--- config.mk ---
export PLATFORM = sky130hd
export DESIGN_NAME = flash_cmd_host
export DESIGN_NICKNAME = d
export VERILOG_FILES = /design/src/core/flash_host_pkg.sv /design/src/core/flash_bus_cycle.sv /design/src/core/flash_cmd_host.sv
export SDC_FILE = /design/constraint.sdc
export NUM_CORES = 1
export LEC_CHECK = 0
export BUFFER_PORTS_ARGS = -buffer_cell sky130_fd_sc_hd__buf_4
export CAP_MARGIN = 40
export CORE_MARGIN = 5
export CORE_UTILIZATION = 30
export DETAILED_ROUTE_END_ITERATION = 12
export MAX_ROUTING_LAYER = met4
export SLEW_MARGIN = 30
export SYNTH_ARGS = -nofsm -noshare
export SYNTH_HDL_FRONTEND = slang
export SYNTH_SLANG_ARGS = --single-unit
--- constraint.sdc ---
create_clock -name REF_CLK -period 8.15 [get_ports REF_CLK]
set_input_delay 0.815 -clock REF_CLK [delete_from_list [all_inputs] [get_ports REF_CLK]]
set_output_delay 0.815 -clock REF_CLK [all_outputs]
set_load 0.05 [all_outputs]
--- src/core/flash_host_pkg.sv ---
// package: command codes, addresses, timing and carrier types for the flash host controller
package flash_host_pkg;
	localparam int CLK_MHZ = 10;
	// bus cycle phase lengths in ns (least times, rounded up)
	localparam int T_SETUP_NS = 100;
	localparam int T_PULSE_NS = 100;
	localparam int T_HOLD_NS = 100;
	localparam int T_ACCESS_NS = 200;
	localparam int SETUP_CYC = (T_SETUP_NS * CLK_MHZ + 999) / 1000;
	localparam int PULSE_CYC = (T_PULSE_NS * CLK_MHZ + 999) / 1000;
	localparam int HOLD_CYC = (T_HOLD_NS * CLK_MHZ + 999) / 1000;
	localparam int ACCESS_CYC = (T_ACCESS_NS * CLK_MHZ + 999) / 1000;
	localparam logic [3:0] CNT_RESET = 4'h0;

	localparam logic [7:0] CODE_UNLOCK1 = 8'haa;
	localparam logic [7:0] CODE_UNLOCK2 = 8'h55;
	localparam logic [7:0] CODE_AUTOSEL = 8'h90;
	localparam logic [7:0] CODE_SEC_ENTER = 8'h88;
	localparam logic [7:0] CODE_SEC_EXIT = 8'h00;
	localparam logic [7:0] CODE_PROGRAM = 8'ha0;
	localparam logic [7:0] CODE_ERASE_SETUP = 8'h80;
	localparam logic [7:0] CODE_CHIP_ERASE = 8'h10;
	localparam logic [7:0] CODE_SECTOR_ERASE = 8'h30;
	localparam logic [7:0] CODE_CFI = 8'h98;
	localparam logic [7:0] CODE_RESET = 8'hf0;
	localparam logic [7:0] CODE_SUSPEND = 8'hb0;
	localparam logic [7:0] CODE_RESUME = 8'h30;
	localparam logic [7:0] LOCK_FACTORY = 8'h99;
	localparam logic [7:0] LOCK_CUSTOMER = 8'h19;

	localparam logic [21:0] ADDR_W_UNLOCK1 = 22'h000555;
	localparam logic [21:0] ADDR_W_UNLOCK2 = 22'h0002aa;
	localparam logic [21:0] ADDR_B_UNLOCK1 = 22'h000aaa;
	localparam logic [21:0] ADDR_B_UNLOCK2 = 22'h000555;
	localparam logic [21:0] ADDR_W_CFI = 22'h000055;
	localparam logic [21:0] ADDR_B_CFI = 22'h0000aa;
	localparam logic [21:0] ADDR_W_LOCK = 22'h000003;
	localparam logic [21:0] ADDR_B_LOCK = 22'h000006;
	localparam logic [21:0] ADDR_ZERO = 22'h000000;
	localparam logic [2:0] STEP_RESET = 3'h0;

	typedef enum logic [3:0] {
		CMD_RESET = 4'h0,
		CMD_READ = 4'h1,
		CMD_LOCK_QUERY = 4'h2,
		CMD_SEC_ENTER = 4'h3,
		CMD_SEC_EXIT = 4'h4,
		CMD_PROGRAM = 4'h5,
		CMD_CHIP_ERASE = 4'h6,
		CMD_SECTOR_ERASE = 4'h7,
		CMD_CFI = 4'h8,
		CMD_SUSPEND = 4'h9,
		CMD_RESUME = 4'ha,
		CMD_AUTOSEL = 4'hb
	} cmd_t;

	typedef struct packed {
		cmd_t cmd;
		logic byte_mode;
		logic [21:0] addr;
		logic [15:0] data;
	} req_t;

	typedef struct packed {
		logic we;
		logic rd;
		logic [21:0] addr;
		logic [15:0] data;
	} cyc_t;

	typedef enum logic [4:0] {
		CY_IDLE = 5'b00001,
		CY_SETUP = 5'b00010,
		CY_PULSE = 5'b00100,
		CY_HOLD = 5'b01000,
		CY_DONE = 5'b10000
	} cyc_state_t;

	typedef enum logic [3:0] {
		SQ_IDLE = 4'b0001,
		SQ_ISSUE = 4'b0010,
		SQ_WAIT = 4'b0100,
		SQ_END = 4'b1000
	} seq_state_t;
endpackage

--- src/core/flash_bus_cycle.sv ---
// one asynchronous bus cycle on the flash pins, write or read
`timescale 1ns/1ps
`default_nettype none
module flash_bus_cycle
	import flash_host_pkg::*;
(
	input wire logic clk,
	input wire logic rst,
	input wire logic start,
	input wire cyc_t cyc,
	input wire logic [15:0] dq_in,
	output logic done,
	output logic [15:0] rd_data,
	output logic ce_n,
	output logic we_n,
	output logic oe_n,
	output logic [21:0] addr,
	output logic [15:0] dq_out,
	output logic dq_oe
);
	typedef struct packed {
		cyc_state_t st;
		logic [3:0] cnt;
		logic is_rd;
		logic done;
		logic [15:0] rd_data;
		logic ce_n;
		logic we_n;
		logic oe_n;
		logic [21:0] addr;
		logic [15:0] dq_out;
		logic dq_oe;
	} cyc_reg_t;

	cyc_reg_t r;
	cyc_reg_t next_r;
	logic [15:0] dq_s1;
	logic [15:0] dq_s2;
	logic [15:0] dq_s3;

	// =========================================
	// read data sampling
	always_ff @(posedge clk or posedge rst) begin
		if (rst) begin
			dq_s1 <= 16'h0000;
			dq_s2 <= 16'h0000;
			dq_s3 <= 16'h0000;
		end else begin
			dq_s1 <= dq_in;
			dq_s2 <= dq_s1;
			dq_s3 <= dq_s2;
		end
	end

	// =========================================
	// cycle sequencing
	always_comb begin
		next_r = r;
		next_r.done = 1'b0;
		case (r.st)
			CY_IDLE: begin
				if (start) begin
					next_r.st = CY_SETUP;
					next_r.addr = cyc.addr;
					next_r.dq_out = cyc.data;
					next_r.is_rd = cyc.rd;
					next_r.dq_oe = ~cyc.rd;
					next_r.ce_n = 1'b0;
					next_r.oe_n = 1'b1;
					next_r.cnt = CNT_RESET;
				end
			end
			CY_SETUP: begin
				next_r.cnt = r.cnt + 4'h1;
				if (r.cnt >= 4'(SETUP_CYC - 1)) begin
					next_r.st = CY_PULSE;
					next_r.cnt = CNT_RESET;
					// address latched as the later of ce/we falls
					if (r.is_rd) next_r.oe_n = 1'b0; else next_r.we_n = 1'b0;
				end
			end
			CY_PULSE: begin
				next_r.cnt = r.cnt + 4'h1;
				if (r.is_rd ? (r.cnt >= 4'(ACCESS_CYC + 1)) : (r.cnt >= 4'(PULSE_CYC - 1))) begin
					next_r.st = CY_HOLD;
					next_r.cnt = CNT_RESET;
					// take pin data only once the last two stages agree
					if (dq_s2 == dq_s3) next_r.rd_data = dq_s3;
					// we rises first so data is latched before ce releases
					next_r.we_n = 1'b1;
					next_r.oe_n = 1'b1;
				end
			end
			CY_HOLD: begin
				next_r.cnt = r.cnt + 4'h1;
				if (r.cnt >= 4'(HOLD_CYC - 1)) begin
					next_r.st = CY_DONE;
					next_r.ce_n = 1'b1;
					next_r.dq_oe = 1'b0;
				end
			end
			CY_DONE: begin
				next_r.st = CY_IDLE;
				next_r.done = 1'b1;
			end
			default: next_r.st = CY_IDLE;
		endcase
	end

	always_ff @(posedge clk or posedge rst) begin
		if (rst) begin
			r <= '{st: CY_IDLE, cnt: CNT_RESET, is_rd: 1'b0, done: 1'b0, rd_data: 16'h0000,
				ce_n: 1'b1, we_n: 1'b1, oe_n: 1'b1, addr: 22'h000000,
				dq_out: 16'h0000, dq_oe: 1'b0};
		end else begin
			r <= next_r;
		end
	end

	assign done = r.done;
	assign rd_data = r.rd_data;
	assign ce_n = r.ce_n;
	assign we_n = r.we_n;
	assign oe_n = r.oe_n;
	assign addr = r.addr;
	assign dq_out = r.dq_out;
	assign dq_oe = r.dq_oe;
endmodule
`default_nettype wire

--- src/core/flash_cmd_host.sv ---
// host controller issuing flash command sequences over the parallel pins
//
// Notes on behaviour
// - lock query: two unlocks, 90, then read offset 03 word or 06 byte.
// - host exits security region before touching the rest of the array; this controller does not check SEC_ACTIVE and leaves the exit to the requester.
// - unlock pair AA at 555, 55 at 2AA word; AAA, 555 byte.
// - A0 program; 80, unlock pair, 10 chip or 30 sector; 98 CFI.
// - 88 enters security; unlock, 90, 00 exits; F0 resets.
`timescale 1ns/1ps
`default_nettype none
module flash_cmd_host
	import flash_host_pkg::*;
(
	input wire logic REF_CLK,
	input wire logic RST,
	input wire logic REQ_VALID,
	input wire req_t REQ,
	output logic REQ_READY,
	output logic RESP_VALID,
	output logic [15:0] RESP_DATA,
	output logic SEC_ACTIVE,
	output logic ERASE_SUSPENDED,
	output logic FLASH_CE_N,
	output logic FLASH_WE_N,
	output logic FLASH_OE_N,
	output logic [21:0] FLASH_ADDR,
	output logic [15:0] FLASH_DQ_OUT,
	output logic FLASH_DQ_OE,
	input wire logic [15:0] FLASH_DQ_IN
);
	typedef struct packed {
		seq_state_t st;
		req_t req;
		logic [2:0] step;
		logic [2:0] last;
		logic ready;
		logic resp_valid;
		logic [15:0] resp_data;
		logic sec_active;
		logic suspended;
	} host_reg_t;

	host_reg_t r;
	host_reg_t next_r;
	logic cyc_start;
	logic cyc_done;
	cyc_t cyc;
	logic [15:0] cyc_rd;
	logic [21:0] u1;
	logic [21:0] u2;

	flash_bus_cycle u_cycle (
		.clk(REF_CLK),
		.rst(RST),
		.start(cyc_start),
		.cyc(cyc),
		.dq_in(FLASH_DQ_IN),
		.done(cyc_done),
		.rd_data(cyc_rd),
		.ce_n(FLASH_CE_N),
		.we_n(FLASH_WE_N),
		.oe_n(FLASH_OE_N),
		.addr(FLASH_ADDR),
		.dq_out(FLASH_DQ_OUT),
		.dq_oe(FLASH_DQ_OE)
	);

	// =========================================
	// number of bus cycles per command, minus one
	function automatic logic [2:0] last_step(input cmd_t c);
		case (c)
			CMD_RESET, CMD_READ, CMD_CFI, CMD_SUSPEND, CMD_RESUME: last_step = 3'h0;
			CMD_SEC_ENTER, CMD_AUTOSEL: last_step = 3'h2;
			CMD_LOCK_QUERY, CMD_SEC_EXIT, CMD_PROGRAM: last_step = 3'h3;
			CMD_CHIP_ERASE, CMD_SECTOR_ERASE: last_step = 3'h5;
			default: last_step = 3'h0;
		endcase
	endfunction

	// =========================================
	// bus cycle table per command and step
	always_comb begin
		u1 = r.req.byte_mode ? ADDR_B_UNLOCK1 : ADDR_W_UNLOCK1;
		u2 = r.req.byte_mode ? ADDR_B_UNLOCK2 : ADDR_W_UNLOCK2;
		cyc = '{we: 1'b1, rd: 1'b0, addr: u1, data: {8'h00, CODE_UNLOCK1}};
		case (r.step)
			3'h0: begin
				case (r.req.cmd)
					CMD_RESET: cyc.data = {8'h00, CODE_RESET};
					CMD_READ: cyc = '{we: 1'b0, rd: 1'b1, addr: r.req.addr, data: 16'h0000};
					CMD_CFI: begin
						cyc.addr = r.req.byte_mode ? ADDR_B_CFI : ADDR_W_CFI;
						cyc.data = {8'h00, CODE_CFI};
					end
					CMD_SUSPEND: begin
						cyc.addr = r.req.addr;
						cyc.data = {8'h00, CODE_SUSPEND};
					end
					CMD_RESUME: begin
						cyc.addr = r.req.addr;
						cyc.data = {8'h00, CODE_RESUME};
					end
					default: cyc.data = {8'h00, CODE_UNLOCK1};
				endcase
			end
			3'h1, 3'h4: begin
				cyc.addr = u2;
				cyc.data = {8'h00, CODE_UNLOCK2};
			end
			3'h2: begin
				case (r.req.cmd)
					CMD_SEC_ENTER: cyc.data = {8'h00, CODE_SEC_ENTER};
					CMD_PROGRAM: cyc.data = {8'h00, CODE_PROGRAM};
					CMD_CHIP_ERASE, CMD_SECTOR_ERASE: cyc.data = {8'h00, CODE_ERASE_SETUP};
					default: cyc.data = {8'h00, CODE_AUTOSEL};
				endcase
			end
			3'h3: begin
				case (r.req.cmd)
					CMD_LOCK_QUERY: begin
						// fourth cycle is a read of the lock code
						cyc.we = 1'b0;
						cyc.rd = 1'b1;
						cyc.addr = r.req.byte_mode ? ADDR_B_LOCK : ADDR_W_LOCK;
					end
					CMD_SEC_EXIT: begin
						cyc.addr = ADDR_ZERO;
						cyc.data = {8'h00, CODE_SEC_EXIT};
					end
					CMD_PROGRAM: begin
						cyc.addr = r.req.addr;
						cyc.data = r.req.data;
					end
					default: cyc.data = {8'h00, CODE_UNLOCK1};
				endcase
			end
			3'h5: begin
				if (r.req.cmd == CMD_SECTOR_ERASE) begin
					cyc.addr = r.req.addr;
					cyc.data = {8'h00, CODE_SECTOR_ERASE};
				end else begin
					cyc.data = {8'h00, CODE_CHIP_ERASE};
				end
			end
			default: cyc.data = {8'h00, CODE_UNLOCK1};
		endcase
	end

	// =========================================
	// sequence control
	always_comb begin
		next_r = r;
		next_r.resp_valid = 1'b0;
		cyc_start = 1'b0;
		case (r.st)
			SQ_IDLE: begin
				if (REQ_VALID && r.ready) begin
					next_r.req = REQ;
					next_r.step = STEP_RESET;
					next_r.last = last_step(REQ.cmd);
					next_r.ready = 1'b0;
					next_r.st = SQ_ISSUE;
				end
			end
			SQ_ISSUE: begin
				cyc_start = 1'b1;
				next_r.st = SQ_WAIT;
			end
			SQ_WAIT: begin
				if (cyc_done) begin
					if (r.step == r.last) begin
						next_r.st = SQ_END;
					end else begin
						next_r.step = r.step + 3'h1;
						next_r.st = SQ_ISSUE;
					end
				end
			end
			SQ_END: begin
				next_r.resp_valid = 1'b1;
				next_r.resp_data = cyc_rd;
				next_r.ready = 1'b1;
				next_r.st = SQ_IDLE;
				case (r.req.cmd)
					CMD_SEC_ENTER: next_r.sec_active = 1'b1;
					CMD_SEC_EXIT: next_r.sec_active = 1'b0;
					CMD_SUSPEND: next_r.suspended = 1'b1;
					CMD_RESUME, CMD_CHIP_ERASE, CMD_SECTOR_ERASE: next_r.suspended = 1'b0;
					CMD_RESET: next_r.suspended = r.suspended;
					default: next_r.suspended = r.suspended;
				endcase
			end
			default: next_r.st = SQ_IDLE;
		endcase
	end

	always_ff @(posedge REF_CLK or posedge RST) begin
		if (RST) begin
			r <= '{st: SQ_IDLE,
				req: '{cmd: CMD_RESET, byte_mode: 1'b0, addr: 22'h000000, data: 16'h0000},
				step: STEP_RESET, last: STEP_RESET, ready: 1'b1, resp_valid: 1'b0,
				resp_data: 16'h0000, sec_active: 1'b0, suspended: 1'b0};
		end else begin
			r <= next_r;
		end
	end

	assign REQ_READY = r.ready;
	assign RESP_VALID = r.resp_valid;
	assign RESP_DATA = r.resp_data;
	assign SEC_ACTIVE = r.sec_active;
	assign ERASE_SUSPENDED = r.suspended;
endmodule
`default_nettype wire

==> impl_results.md <==
- Clk_lat worst skew: roughly 0.43 ns
- Register area: between 0.004 and 0.005 mm2
- I/O pins: 124
- Slew headroom: 0.470
- Maximum vdd drop: ~0.00013 V
- Worst setup path startpoint: r[25]
- Max-cap violations: 0
- Top_reg_cell synth: dfrtp_1
- Syn-to-layout area delta: 18.7%
- RD Place Congestion: between 0.8 and 0.9
- Fin Clk Skew: around 0.015 ns
- HP Class: in2async
- Endpoints failing setup: 0
- Clock Pin Slew Worst Setup and Hold Paths: about 0.08 ns
- First-pass GRT wire length: between 30 and 40 mm
- Post-synth EDFFs: 0
- Post-Place Worst Slack: about 5.4 ns
- Remaining Overflow, GRT: 0
- Root buffer cell: clkbuf_16
- Routed wire length: about 18 mm
- Area taken by multi-input logic gates: approximately 0.0028 mm2
- Synthesized area per cell: approximately 11 um2
- Period minus WS final: between 2 and 3 ns
- Worst r2r src: r[25]
- Hold buffer count at CTS: 0
- TritonCTS clock tree: built
- Die Y: approximately 170 um
- Flops & latches, synth: 190
- Design Area, Final: approximately 0.0096 mm2
- H-Tree Depth: 4
- Mapped Nets: 811
- Startpoint Class: flip-flop
- Initial antenna violation count: 0
- FMAX: 354 MHz
- Dominant cells by area after synthesis: dfrtp_1 57%, nand2_1 6.7%, buf_4 5.2%
- Status: completed
- Fin. max-slew vios: 0
- Drt first pass iters: 5
- Synthesized instance count: roughly 740
- Critical path class: reg2reg
- Area share of the largest cell type after synthesis: 0.567
- Via count: between 5k and 6k
- Placed Area: between 0.009 and 0.01 mm2
- Async S/R FF share, synth: 1.00
- CP max stage delay: about 0.56 ns
- Ys Warns: 0
- RSZ-0062 raised after global routing: false
- Deepest clock path buffer count: 2
- ANT nets after route: 0
- GRT Util Overall: 0.126
- Final Worst Setup Slack: ~5.3 ns
- Sequential share of the synthesized area: 0.586
- Synth area leader: dfrtp_1
- Filler cell count: roughly 2.6k
- Vias/cell: around 4.7
- Worst path cell trace: inv_1, ha_1, inv_2, nor3_2, or3_1, and3_1, a22o_1
- Setup repair bufs after CTS: 0
- Crit path max fanout: 15
- Die W: around 170 um
- CTS Buf Count: 17
- Largest net degree at the start of global routing: between 90 and 100
- # port buffers: around 120
- Setup TNS: 0 ns
- Final Util: 0.360
- Final worst path period share: 0.347
- Core ar.: approximately 0.027 mm2
- Initial DRC count: between 300 and 400
- Critical Path RT: roughly 8.5 ns
- Share of cells above drive strength 1: 0.258
- Nets: 870
- Static Leak: about 4.7 nW
- Antenna cell count: 0
- Cell variety after synth: 70
- Final Hold Fails: 0
- CP Capture Type: flip-flop
- Initial Utilization: 0.303
- CTS Sinks: 190
- Vias in the first global route: between 5k and 6k
- Crit path DAT: roughly 3.2 ns
- DPL Wire Length: roughly 13 mm
- DRC viols: 0
- Routed len/inst: approximately 16 um
- PwrDens: around 300 mW/mm2
- Slew at the pin closest to its max-slew limit: roughly 0.80 ns
- CP max stage cell: dfrtp_1
- Post-Syn Area: 0.00813 mm2
- # rows: 60
- PostCTS Resize Cnt: 0
- Die area: 0.0305 mm2
flip-flops by register name, summed over array words and instances (netlist names), 10 cells and up:
register         cells
u_cycle.addr        22
u_cycle.r           10
u_cycle.rd_data     16
u_cycle.dq_out      16
u_cycle.dq_s3       16
r                   53
u_cycle.dq_s2       16
RESP_DATA           16
u_cycle.dq_s1       16
routing by layer:
layer	wire length [um]	track usage	part of all wire	up-vias
li1	-	-	-	2613
met5	0	-	0	-
met4	203	0.0370	0.011	0
met3	700	0.0227	0.038	13
met1	9180	0.183	0.50	2653
met2	8210	0.181	0.45	128
final timing paths:
check                              endpoint  slack, ns  cells past startpoint
min reg2reg                u_cycle.dq_s2[5]       0.35                      0
min                                   r[37]       0.33                      2
min in group REF_CLK       u_cycle.dq_s2[5]       0.35                      0
max reg2reg                u_cycle.addr[18]       5.32                      7
max in group asynchronous             r[69]       6.41                      5
max                        u_cycle.addr[18]       5.32                      7
cell type report:
class	count	share of cell area
Tap cell	341	0.0442
Clock buffer	18	0.0455
Clock inverter	14	0.0166
Inverter	18	0.00778
Multi-Input combinational cell	445	0.287
Timing Repair Buffer	129	0.106
Sequential cell	190	0.494
power breakdown:
group	internal (W)	switching [W]
registers	0.00112	0.000193
clock network	0.000423	0.000414
logic	0.000295	0.000498
total	0.00184	0.00110
stage by stage:
step / power [W] / cells / hold slack [ns]
final: 0.00295 / 1155 / 0.331
after global routing: 0.00312 / 1155 / 0.340
after CTS: 0.00298 / 1154 / 0.332
after detailed placement: 0.00213 / 1122 / 0.335
after global placement: 0.00211 / 1120 / 0.333
after floorplan: 0.00194 / 742 / 0.331
cells in the mapped netlist (10+ instances only):
cell type  number
dfrtp_1       184
nand2_1       144
buf_4          56
o21ai_0        37
a21oi_1        28
clkbuf_1       27
mux2_2         24
nor2_1         23
a22o_1         20
inv_1          15
nand3_1        15
xnor2_1        12
mux2_1         10
cell usage in the layout, fill, tap and decap left out, drive strengths merged, types with 10 or more instances in the layout:
cell type / Yosys / final
dfrtp: 184 / 184
nand2: 144 / 144
buf: 62 / 129
o21ai: 45 / 45
mux2: 34 / 34
a21oi: 28 / 28
inv: 17 / 27
nor2: 23 / 23
a22o: 20 / 20
clkbuf: 27 / 18
nand3: 15 / 15
xnor2: 12 / 12
nand2b: 11 / 11
nor3: 10 / 10
critical path: cells and delay by family, from the launching register on:
kind,cells,cell delay (ns)
flip-flops,1,0.56
adder cells (fa/ha/maj),1,0.43
AO/OA/AOI/OAI,1,0.19
AND/OR/NAND/NOR,3,1.25
buffers and inverters,2,0.33
kinds of logic after synthesis:
group / after synthesis / share of synthesized area
DFF: 190 / 0.586
adders and majority gates: 7 / 0.0108
buffers and inverters: 107 / 0.0768
xor gates and xnor gates: 20 / 0.0216
and+or+nand+nor: 243 / 0.142
AOI/OAI and AO/OA: 139 / 0.113
muxes: 36 / 0.0496
(Power assumes the default switching activity.)
